$ cat config.mk
export PLATFORM = sky130hd
export DESIGN_NAME = kpe_keypad_port
export DESIGN_NICKNAME = d
export VERILOG_FILES = /design/src/rtl/kpe_pkg.sv /design/src/rtl/kpe_keypad_port.sv /design/src/rtl/kpe_pin_sampler.sv
export SDC_FILE = /design/constraint.sdc
export NUM_CORES = 1
export LEC_CHECK = 0
export ABC_AREA = 1
export BUFFER_PORTS_ARGS = -buffer_cell sky130_fd_sc_hd__buf_2
export CORE_ASPECT_RATIO = 1.25
export CORE_UTILIZATION = 44
export DETAILED_ROUTE_END_ITERATION = 8
export GPL_TIMING_DRIVEN = 0
export PLACE_DENSITY = 0.75
export SLEW_MARGIN = 25
export SYNTH_ARGS = -nofsm -noshare
export SYNTH_HDL_FRONTEND = slang
export SYNTH_HIERARCHICAL = 1
export SYNTH_SLANG_ARGS = --single-unit
$ cat constraint.sdc
create_clock -name clock -period 1.7 [get_ports clock]
set_input_delay 0.425 -clock clock [delete_from_list [all_inputs] [get_ports clock]]
set_output_delay 0.425 -clock clock [all_outputs]
set_load 0.01 [all_outputs]
$ cat src/rtl/kpe_pkg.sv
package kpe_pkg;

	// ------------------------------------------------------------
	// register map: printed offsets are word indices, byte = 4 * index
	// ------------------------------------------------------------
	localparam logic [7:0] IDX_PORT_DATA = 8'h00;
	localparam logic [7:0] IDX_DIRECTION = 8'h08;
	localparam logic [7:0] IDX_KEYPAD_CONTROL = 8'h1B;
	localparam logic [7:0] IDX_SYSTEM_OPTIONS = 8'h4D;

	// ------------------------------------------------------------
	// field positions
	// ------------------------------------------------------------
	localparam int KCR_STATUS_BIT = 7;
	localparam int KCR_IRQ_ENABLE_BIT = 6;
	localparam int KCR_EDGE_MSB = 5;
	localparam int SOR_READ_SELECT_BIT = 2;
	localparam int SOR_CLEAR_ALL_BIT = 1;
	localparam int EDGE_LINES = 6;

	// ------------------------------------------------------------
	// reset values and the NONSEQ transfer code
	// ------------------------------------------------------------
	localparam logic [7:0] RST_DIRECTION = 8'h00;
	localparam logic [7:0] RST_FLAGS = 8'h00;
	localparam logic [5:0] RST_EDGE_SELECTS = 6'h00;
	localparam logic [7:0] RST_PIN_SAMPLE = 8'hFF;
	localparam logic [31:0] RST_RDATA = 32'h0000_0000;
	localparam logic [1:0] HTRANS_NONSEQ = 2'h2;

	// ------------------------------------------------------------
	// types
	// ------------------------------------------------------------
	typedef enum logic [2:0] {
		SEL_NONE,
		SEL_DATA,
		SEL_DIR,
		SEL_KCR,
		SEL_SOR
	} kpe_sel_e;

	typedef enum logic [1:0] {
		BUS_IDLE,
		BUS_WRITE,
		BUS_READ_WAIT,
		BUS_READ_DONE
	} kpe_bus_e;

	typedef struct packed {
		logic [7:0] level;
		logic [7:0] prev;
	} kpe_sample_s;

	typedef struct packed {
		kpe_bus_e bus;
		kpe_sel_e sel;
		logic hreadyout;
		logic hresp;
		logic [31:0] hrdata;
		logic [7:0] direction;
		logic [7:0] keypress_flags;
		logic keypad_irq_enable;
		logic [5:0] edge_polarity_selects;
		logic flag_read_select;
		logic [7:0] pullup_en;
		logic keypad_irq;
	} kpe_state_s;

endpackage

$ cat src/rtl/kpe_keypad_port.sv
`timescale 1ns/1ps
// Notes on behaviour
// - pin drives latch when its direction bit is one, else it is an input
// - reset clears all direction bits, so every pin becomes an input
// - reset leaves the output latch alone
// - with read select clear, data read of an output pin returns the latch, not the pin
// - direction register reads back the value last written
// - only input pins take part in keypress detection
// - lines six and seven always detect falling edges
// - lines zero to five detect rising edge when select set, else falling
// - pull-up is off whenever rising-edge detection is selected for that line
// - a valid edge sets that line's own keypress flag
// - flags read at the data address only while read select is set
// - status flag is OR of flags; interrupt when enable set
// - interrupt reaches cpu only with enable set and cpu mask clear
// - reset clears all eight keypress flags
// - writing one to clear-all bit clears all keypress flags
// - with read select set, writing ones clears only those flags
// - input lines have pull-ups except where rising detection disables them
// - control: status bit7, enable bit6, selects 5..0, reset zero
// - status flag clears as the keypress flags clear
// - with read select clear, data write to an input pin updates latch without driving
module kpe_keypad_port (
	input wire logic clock,
	input wire logic rst_n,
	input wire logic hsel,
	input wire logic [31:0] haddr,
	input wire logic [1:0] htrans,
	input wire logic hwrite,
	input wire logic [2:0] hsize,
	input wire logic [31:0] hwdata,
	input wire logic hready,
	output logic hreadyout,
	output logic hresp,
	output logic [31:0] hrdata,
	input wire logic [7:0] pin_in,
	output logic [7:0] pin_out,
	output logic [7:0] pin_oe,
	output logic [7:0] pullup_en,
	input wire logic cpu_irq_mask,
	output logic keypad_irq
);

	// ------------------------------------------------------------
	// decode
	// ------------------------------------------------------------
	function automatic kpe_pkg::kpe_sel_e decode(input logic [31:0] addr);
		kpe_pkg::kpe_sel_e sel;
		sel = kpe_pkg::SEL_NONE;
		if (addr[31:10] == 22'h000000 && addr[1:0] == 2'h0) begin
			if (addr[9:2] == kpe_pkg::IDX_PORT_DATA) begin
				sel = kpe_pkg::SEL_DATA;
			end else if (addr[9:2] == kpe_pkg::IDX_DIRECTION) begin
				sel = kpe_pkg::SEL_DIR;
			end else if (addr[9:2] == kpe_pkg::IDX_KEYPAD_CONTROL) begin
				sel = kpe_pkg::SEL_KCR;
			end else if (addr[9:2] == kpe_pkg::IDX_SYSTEM_OPTIONS) begin
				sel = kpe_pkg::SEL_SOR;
			end
		end
		return sel;
	endfunction

	// ------------------------------------------------------------
	// edge helpers
	// ------------------------------------------------------------
	// lines six and seven have no select bit and stay falling-edge
	function automatic logic [7:0] rising_mask(input logic [5:0] selects);
		logic [7:0] mask;
		mask = 8'h00;
		mask[kpe_pkg::EDGE_LINES-1:0] = selects;
		return mask;
	endfunction

	// last and now differ for one cycle, so each transition counts once
	function automatic logic [7:0] edge_found(
		input logic [7:0] last,
		input logic [7:0] now,
		input logic [7:0] rise_lines
	);
		logic [7:0] up;
		logic [7:0] down;
		up = ~last & now;
		down = last & ~now;
		return (rise_lines & up) | (~rise_lines & down);
	endfunction

	function automatic logic [7:0] pullups(
		input logic [7:0] dir_bits,
		input logic [7:0] rise_lines
	);
		return ~dir_bits & ~rise_lines;
	endfunction

	// ------------------------------------------------------------
	// read helpers
	// ------------------------------------------------------------
	function automatic logic [7:0] pin_read(
		input logic [7:0] dir_bits,
		input logic [7:0] latch_bits,
		input logic [7:0] pin_bits
	);
		return (dir_bits & latch_bits) | (~dir_bits & pin_bits);
	endfunction

	function automatic logic [7:0] control_read(
		input logic status,
		input logic enable,
		input logic [5:0] selects
	);
		logic [7:0] value;
		value = 8'h00;
		value[kpe_pkg::KCR_STATUS_BIT] = status;
		value[kpe_pkg::KCR_IRQ_ENABLE_BIT] = enable;
		value[kpe_pkg::KCR_EDGE_MSB:0] = selects;
		return value;
	endfunction

	// the clear-all bit is a strobe and always reads as zero
	function automatic logic [7:0] options_read(input logic read_select);
		logic [7:0] value;
		value = 8'h00;
		value[kpe_pkg::SOR_READ_SELECT_BIT] = read_select;
		return value;
	endfunction

	// ------------------------------------------------------------
	// state
	// ------------------------------------------------------------
	kpe_pkg::kpe_state_s st;
	kpe_pkg::kpe_state_s next_st;
	// the latch has no reset, so it lives outside the reset struct
	logic [7:0] port_output_latch;
	logic [7:0] next_port_output_latch;
	kpe_pkg::kpe_sample_s sample;
	logic [7:0] edge_event;
	logic [7:0] rising;
	logic [7:0] clear_mask;
	logic [7:0] pin_view;
	logic [7:0] read_byte;
	logic keypad_status_flag;
	logic addr_phase;

	kpe_pin_sampler u_sampler (
		.clock(clock),
		.rst_n(rst_n),
		.pin_in(pin_in),
		.sample(sample)
	);

	// ------------------------------------------------------------
	// edge detection
	// ------------------------------------------------------------
	assign rising = rising_mask(st.edge_polarity_selects);
	// outputs are masked so a pin turned around cannot raise a flag
	assign edge_event = edge_found(sample.prev, sample.level, rising)
		& ~st.direction;

	// derived, never stored, so it cannot disagree with the flags
	assign keypad_status_flag = |st.keypress_flags;

	// ------------------------------------------------------------
	// read mux
	// ------------------------------------------------------------
	always_comb begin
		pin_view = pin_read(st.direction, port_output_latch, sample.level);
		read_byte = 8'h00;
		unique case (st.sel)
			// flags and pins share the data word; read select picks which is seen
			kpe_pkg::SEL_DATA: begin
				read_byte = st.flag_read_select ? st.keypress_flags : pin_view;
			end
			kpe_pkg::SEL_DIR: begin
				read_byte = st.direction;
			end
			kpe_pkg::SEL_KCR: begin
				read_byte = control_read(keypad_status_flag, st.keypad_irq_enable,
					st.edge_polarity_selects);
			end
			kpe_pkg::SEL_SOR: begin
				read_byte = options_read(st.flag_read_select);
			end
			kpe_pkg::SEL_NONE: begin
				read_byte = 8'h00;
			end
		endcase
	end

	// hsize is ignored: every register is one whole word
	assign addr_phase = hsel && hready && htrans == kpe_pkg::HTRANS_NONSEQ;

	// ------------------------------------------------------------
	// next state
	// ------------------------------------------------------------
	always_comb begin
		next_st = st;
		next_port_output_latch = port_output_latch;
		clear_mask = 8'h00;
		// no error responses: unmapped words read zero and ignore writes
		next_st.hresp = 1'b0;

		// writes complete in their zero-wait data phase
		if (st.bus == kpe_pkg::BUS_WRITE) begin
			unique case (st.sel)
				kpe_pkg::SEL_DATA: begin
					if (st.flag_read_select) begin
						clear_mask = hwdata[7:0];
					end else begin
						next_port_output_latch = hwdata[7:0];
					end
				end
				kpe_pkg::SEL_DIR: begin
					next_st.direction = hwdata[7:0];
				end
				kpe_pkg::SEL_KCR: begin
					next_st.keypad_irq_enable = hwdata[kpe_pkg::KCR_IRQ_ENABLE_BIT];
					next_st.edge_polarity_selects = hwdata[kpe_pkg::KCR_EDGE_MSB:0];
				end
				kpe_pkg::SEL_SOR: begin
					next_st.flag_read_select = hwdata[kpe_pkg::SOR_READ_SELECT_BIT];
					if (hwdata[kpe_pkg::SOR_CLEAR_ALL_BIT]) begin
						clear_mask = 8'hFF;
					end
				end
				kpe_pkg::SEL_NONE: begin
					clear_mask = 8'h00;
				end
			endcase
		end

		// a new edge in the clearing cycle survives
		next_st.keypress_flags = (st.keypress_flags & ~clear_mask) | edge_event;

		// reads take one wait state so a preceding write is seen
		unique case (st.bus)
			kpe_pkg::BUS_READ_WAIT: begin
				next_st.hrdata = {24'h000000, read_byte};
				next_st.hreadyout = 1'b1;
				next_st.bus = kpe_pkg::BUS_READ_DONE;
			end
			kpe_pkg::BUS_IDLE, kpe_pkg::BUS_WRITE, kpe_pkg::BUS_READ_DONE: begin
				next_st.bus = kpe_pkg::BUS_IDLE;
				if (addr_phase) begin
					next_st.sel = decode(haddr);
					if (hwrite) begin
						next_st.bus = kpe_pkg::BUS_WRITE;
					end else begin
						next_st.bus = kpe_pkg::BUS_READ_WAIT;
						next_st.hreadyout = 1'b0;
					end
				end
			end
		endcase

		next_st.pullup_en = pullups(next_st.direction,
			rising_mask(next_st.edge_polarity_selects));

		// built from next values so the request rises with its flag
		next_st.keypad_irq = (|next_st.keypress_flags) && next_st.keypad_irq_enable
			&& !cpu_irq_mask;
	end

	// ------------------------------------------------------------
	// registers
	// ------------------------------------------------------------
	always_ff @(posedge clock or negedge rst_n) begin
		if (!rst_n) begin
			st.bus <= kpe_pkg::BUS_IDLE;
			st.sel <= kpe_pkg::SEL_NONE;
			st.hreadyout <= 1'b1;
			st.hresp <= 1'b0;
			st.hrdata <= kpe_pkg::RST_RDATA;
			st.direction <= kpe_pkg::RST_DIRECTION;
			st.keypress_flags <= kpe_pkg::RST_FLAGS;
			st.keypad_irq_enable <= 1'b0;
			st.edge_polarity_selects <= kpe_pkg::RST_EDGE_SELECTS;
			st.flag_read_select <= 1'b0;
			// every pin is an input with falling detection, so all pull-ups on
			st.pullup_en <= 8'hFF;
			st.keypad_irq <= 1'b0;
		end else begin
			st <= next_st;
		end
	end

	// no reset term: the latch keeps its contents across reset
	always_ff @(posedge clock) begin
		port_output_latch <= next_port_output_latch;
	end

	// ------------------------------------------------------------
	// outputs
	// ------------------------------------------------------------
	assign hreadyout = st.hreadyout;
	assign hresp = st.hresp;
	assign hrdata = st.hrdata;
	assign pin_out = port_output_latch;
	assign pin_oe = st.direction;
	assign pullup_en = st.pullup_en;
	assign keypad_irq = st.keypad_irq;

endmodule

$ cat src/rtl/kpe_pin_sampler.sv
`timescale 1ns/1ps
module kpe_pin_sampler (
	input wire logic clock,
	input wire logic rst_n,
	input wire logic [7:0] pin_in,
	output kpe_pkg::kpe_sample_s sample
);

	// ------------------------------------------------------------
	// two-flop synchroniser plus one history stage
	// ------------------------------------------------------------
	// reset to high so idle pulled-up lines show no false falling edge
	logic [7:0] meta;
	logic [7:0] level;
	logic [7:0] prev;

	always_ff @(posedge clock or negedge rst_n) begin
		if (!rst_n) begin
			meta <= kpe_pkg::RST_PIN_SAMPLE;
			level <= kpe_pkg::RST_PIN_SAMPLE;
			prev <= kpe_pkg::RST_PIN_SAMPLE;
		end else begin
			meta <= pin_in;
			level <= meta;
			prev <= level;
		end
	end

	assign sample.level = level;
	assign sample.prev = prev;

endmodule

==> results.md <==
Drt:
- The via count normalized by instance count is 4.85.
- For this block, the initial DRC count from the detailed router was 182.
- The final routed DRC violation total is 4.
- In the final routed layout, each cell accounts on average for 13.8 um.
- The first detailed-routing pass ran for 7 iterations.
- After detailed routing, the total wire length is 8820 um.
- In this run the remaining antenna-violating nets after routing total 0.
- The via count is 3093.

CTS:
- The deepest level of the CTS H-tree is 3.
- The number of buffers created by CTS is 9.
- After clock tree synthesis, the clock-pin slew on the worst setup and hold paths is 80 ps.
- The CTS tree is built.
- The tree is rooted in a clkbuf_8.
- The clock insertion delay at the later pin of the skew report is 350 ps.
- The clock net in this run drives a total of 79 sinks.
- The number of buffers between clock root and the deepest sink is 2.

Die:
- The number of I/O pins is 142.
- Row generation in the floorplan step produced 37 rows.
- The die outline area is 8970 sq um.
- After floorplanning, the core was sized to cover 8290 sq um.
- The effective utilization at floorplan is 45.6%.
- The die is 106 um tall.
- In this run the horizontal extent of the chip is 84.9 um.

Yosys:
- The Yosys step of the flow raised 6 warnings.
- In this run, synthesis produced a sequential element count of 79.
- The average footprint of a synthesized cell is 9.34 sq um.
- Sequential cells were found to cover 54.4% of the synthesized design area.
- The synthesized netlist occupies a cell area of 3780 sq um.
- Sorting the synthesized cells by area gives the leading types as dfrtp_1, dfstp_2, buf_4.
- The commonest cells after synthesis are nand2_1, buf_4, nor2_1.
- The most common cell in the synthesized netlist is nand2_1.
- The number of synthesized flops with an enable pin is 8.
- The share of synthesized area in the top cell type comes to 25.1%.
- The biggest area contributor in the post-synthesis netlist is dfrtp_1.
- The dominant register cell in the synthesized netlist is dfrtp_1.
- Counting every instance in the synthesized netlist gives 405.
- The number of distinct library cells after synthesis is 31.
- The proportion of synthesized flip-flops having asynchronous set or reset is 89.9%.

Status:
- The run finished, with violations left.
- The final reports fail on DRC.

Pwr:
- The analysis attributes to cell leakage a power of 2.41 nW.
- The power density of the placed cells is 1410 nW/um^2.
- The peak supply drop is 644 uV.

Critical path:
- The worst register-to-register path begins at st[68].
- The critical path contains buffers and inverters numbering 2 combined.
- The number of cells on the worst reg-to-reg path is 7.
- STA puts the critical path data required time at 1980 ps.
- The worst setup path is of the flop to flop kind.
- The top fanout value on the critical path is 10.
- The top cell family by delay on the critical path is flip-flops.
- The slowest library cell on the worst path is dfrtp_2.
- The worst reg-to-reg setup slack is 110 ps.
- Traced cell by cell, the critical path runs through nand3_1 -> clkinv_2 -> nand2_2 -> clkbuf_4 -> nand2_1 -> o21ai_0 -> nor2_1.
- In this run the number of cells on the critical path is 7.
- In this run the worst setup path begins at st[68].
- At the worst endpoint, the arrival time is 1870 ps.
- The worst reg2reg path endpoint is pullup_en[1].
- The worst setup path endpoint is pullup_en[1].
- The highest cell delay on the worst timing path is 500 ps.
- The startpoint class of the critical path is a flop.
- The kind of end point of the critical path is a flop.

Layout:
- The signed area change from the synthesized netlist to the final layout is 27.7%.
- With fillers left out, the area of the finished cells amounts to 4830 sq um.
- The fraction of layout instances using a drive strength above 1 is 41.8%.
- 0 antenna diodes ended up in the layout.
- In the final design database the tool counted 619 nets.
- The count of non-filler cells in the finished layout is 638.

Timing:
- Based on the critical path, the design can be clocked at up to 629 MHz.
- The setup-violating endpoint count in the final report is 0.
- The number of max-slew violations in the final report was 0.
- The worst path uses 93.5% of the clock period.
- Clock skew on the completed layout was measured at 3.68 ps.
- The clock period could shrink to 1590 ps.
- The final worst slack is 110 ps.
- The final hold violation count is 0.

Flow run:
- The total of max-cap violations is 0.

Global route:
- In the global route stage, overall resource usage came out at 21.2%.
- The overflow left after global routing is 0.
- The first-pass GRT wire length is 14200 um.
- The pin count of the biggest net entering global routing is 48.
- The number of antenna violations at the first check in global routing is 0.
- The via count of the first global-routing pass is 3012.

Place:
- The detailed placer's ending HPWL is 6400 um.
- The port buffer count is 89.
- The cell count after placement is 616.
- Timing analysis after detailed placement gives a worst setup slack of -376 ps.
- The placed instances occupy a cell area of 4470 sq um.
- The routability congestion estimate is 0.820.

Min path:
- In this run the worst hold path is classified as input port to flop.
-- report_power, final --
group | internal (mW) | switching (mW)
clock network | 1.01 | 0.670
logic | 1.07 | 1.17
registers | 2.48 | 0.417
-- sequential cells by signal, summed over array words and instances (netlist names), 8 cells and up --
name and flops:
u_sampler/level 8, u_sampler/meta 8, u_sampler/prev 8, hrdata 8, pullup_en 8, pin_out 8
st 15, pin_oe 8
-- metal layers --
layer / wire, um / global-route usage (%) / share of wire [%] / vias to the layer above
met1: 3360 / 24.3 / 38 / 1439
met4: 195 / 8.72 / 2.2 / 0
li1: - / - / - / 1522
met3: 512 / 5.32 / 5.8 / 16
met5: 0 / 0 / 0 / -
met2: 4750 / 37.5 / 54 / 116
-- per-stage QoR --
stage	utilization (%)	setup TNS (ps)	hold slack [ps]	power, mW
after CTS	57.5	0	147	6.76
after detailed placement	53.9	-5790	347	5.03
after global placement	53.6	-10130	346	4.95
after floorplan	-	0	129	4.31
final	58.3	0	162	6.82
after global routing	58.3	-1.95	126	7.27
-- how the worst min path moves through the flow --
| stage | startpoint | to | slack, ps | depth (start not counted) |
|---|---|---|---|---|
| finish | pin_in[2] | u_sampler/meta[2] | 160 | 1 |
| global route | pin_in[2] | u_sampler/meta[2] | 130 | 1 |
| CTS | pin_in[2] | u_sampler/meta[2] | 150 | 1 |
| detailed placement | u_sampler/meta[2] | u_sampler/level[2] | 350 | 0 |
| global placement | u_sampler/meta[2] | u_sampler/level[2] | 350 | 0 |
| floorplan | rst_n | hrdata[0] | 130 | 0 |
-- layout by cell type (no fill, tap or decap), types with 4 or more instances in the layout --
cell type	netlist	routed
edfxtp_1	8	8
o211ai_1	14	14
clkbuf_8	0	10
conb_1	1	25
nand3b_1	8	8
clkbuf_4	0	4
a31oi_1	9	9
nor2_1	44	41
buf_4	49	55
nand2_1	77	76
o21ai_0	24	24
buf_2	3	88
dfrtp_1	38	35
nand3_1	8	8
nor4_1	6	6
dfstp_2	33	33
nor2_4	0	4
o21ai_2	8	8
a21oi_1	5	5
a22oi_1	8	8
inv_1	40	39
nor3_1	4	4
-- logic make-up after synthesis --
family,after synthesis,synth area share (%)
and+or+nand+nor,156,18.2
buffers and inverters,99,15.0
DFF,79,54.4
AOI/OAI and AO/OA,69,12.0
muxes,1,0.298
other,1,0.0992
-- what timing repair did --
item / CTS / global route
setup buffers: 1 / 4
setup endpoints to repair: 35 / 23
hold endpoints to repair: 9 / 0
pin swaps: 1 / 1
hold buffers: 1 / 0
gates resized for setup: 12 / 13
-- layout make-up --
class	count	area [sq um]
fillers	742	3460
flip-flops and latches	79	2060
multi-input cells	251	1280
repair buffers	96	523
plain buffers	56	425
inverters	43	166
clock buffers	10	138
well taps	97	121
clock inverters	6	108
No activity file was read; power rests on OpenSTA's default activity.
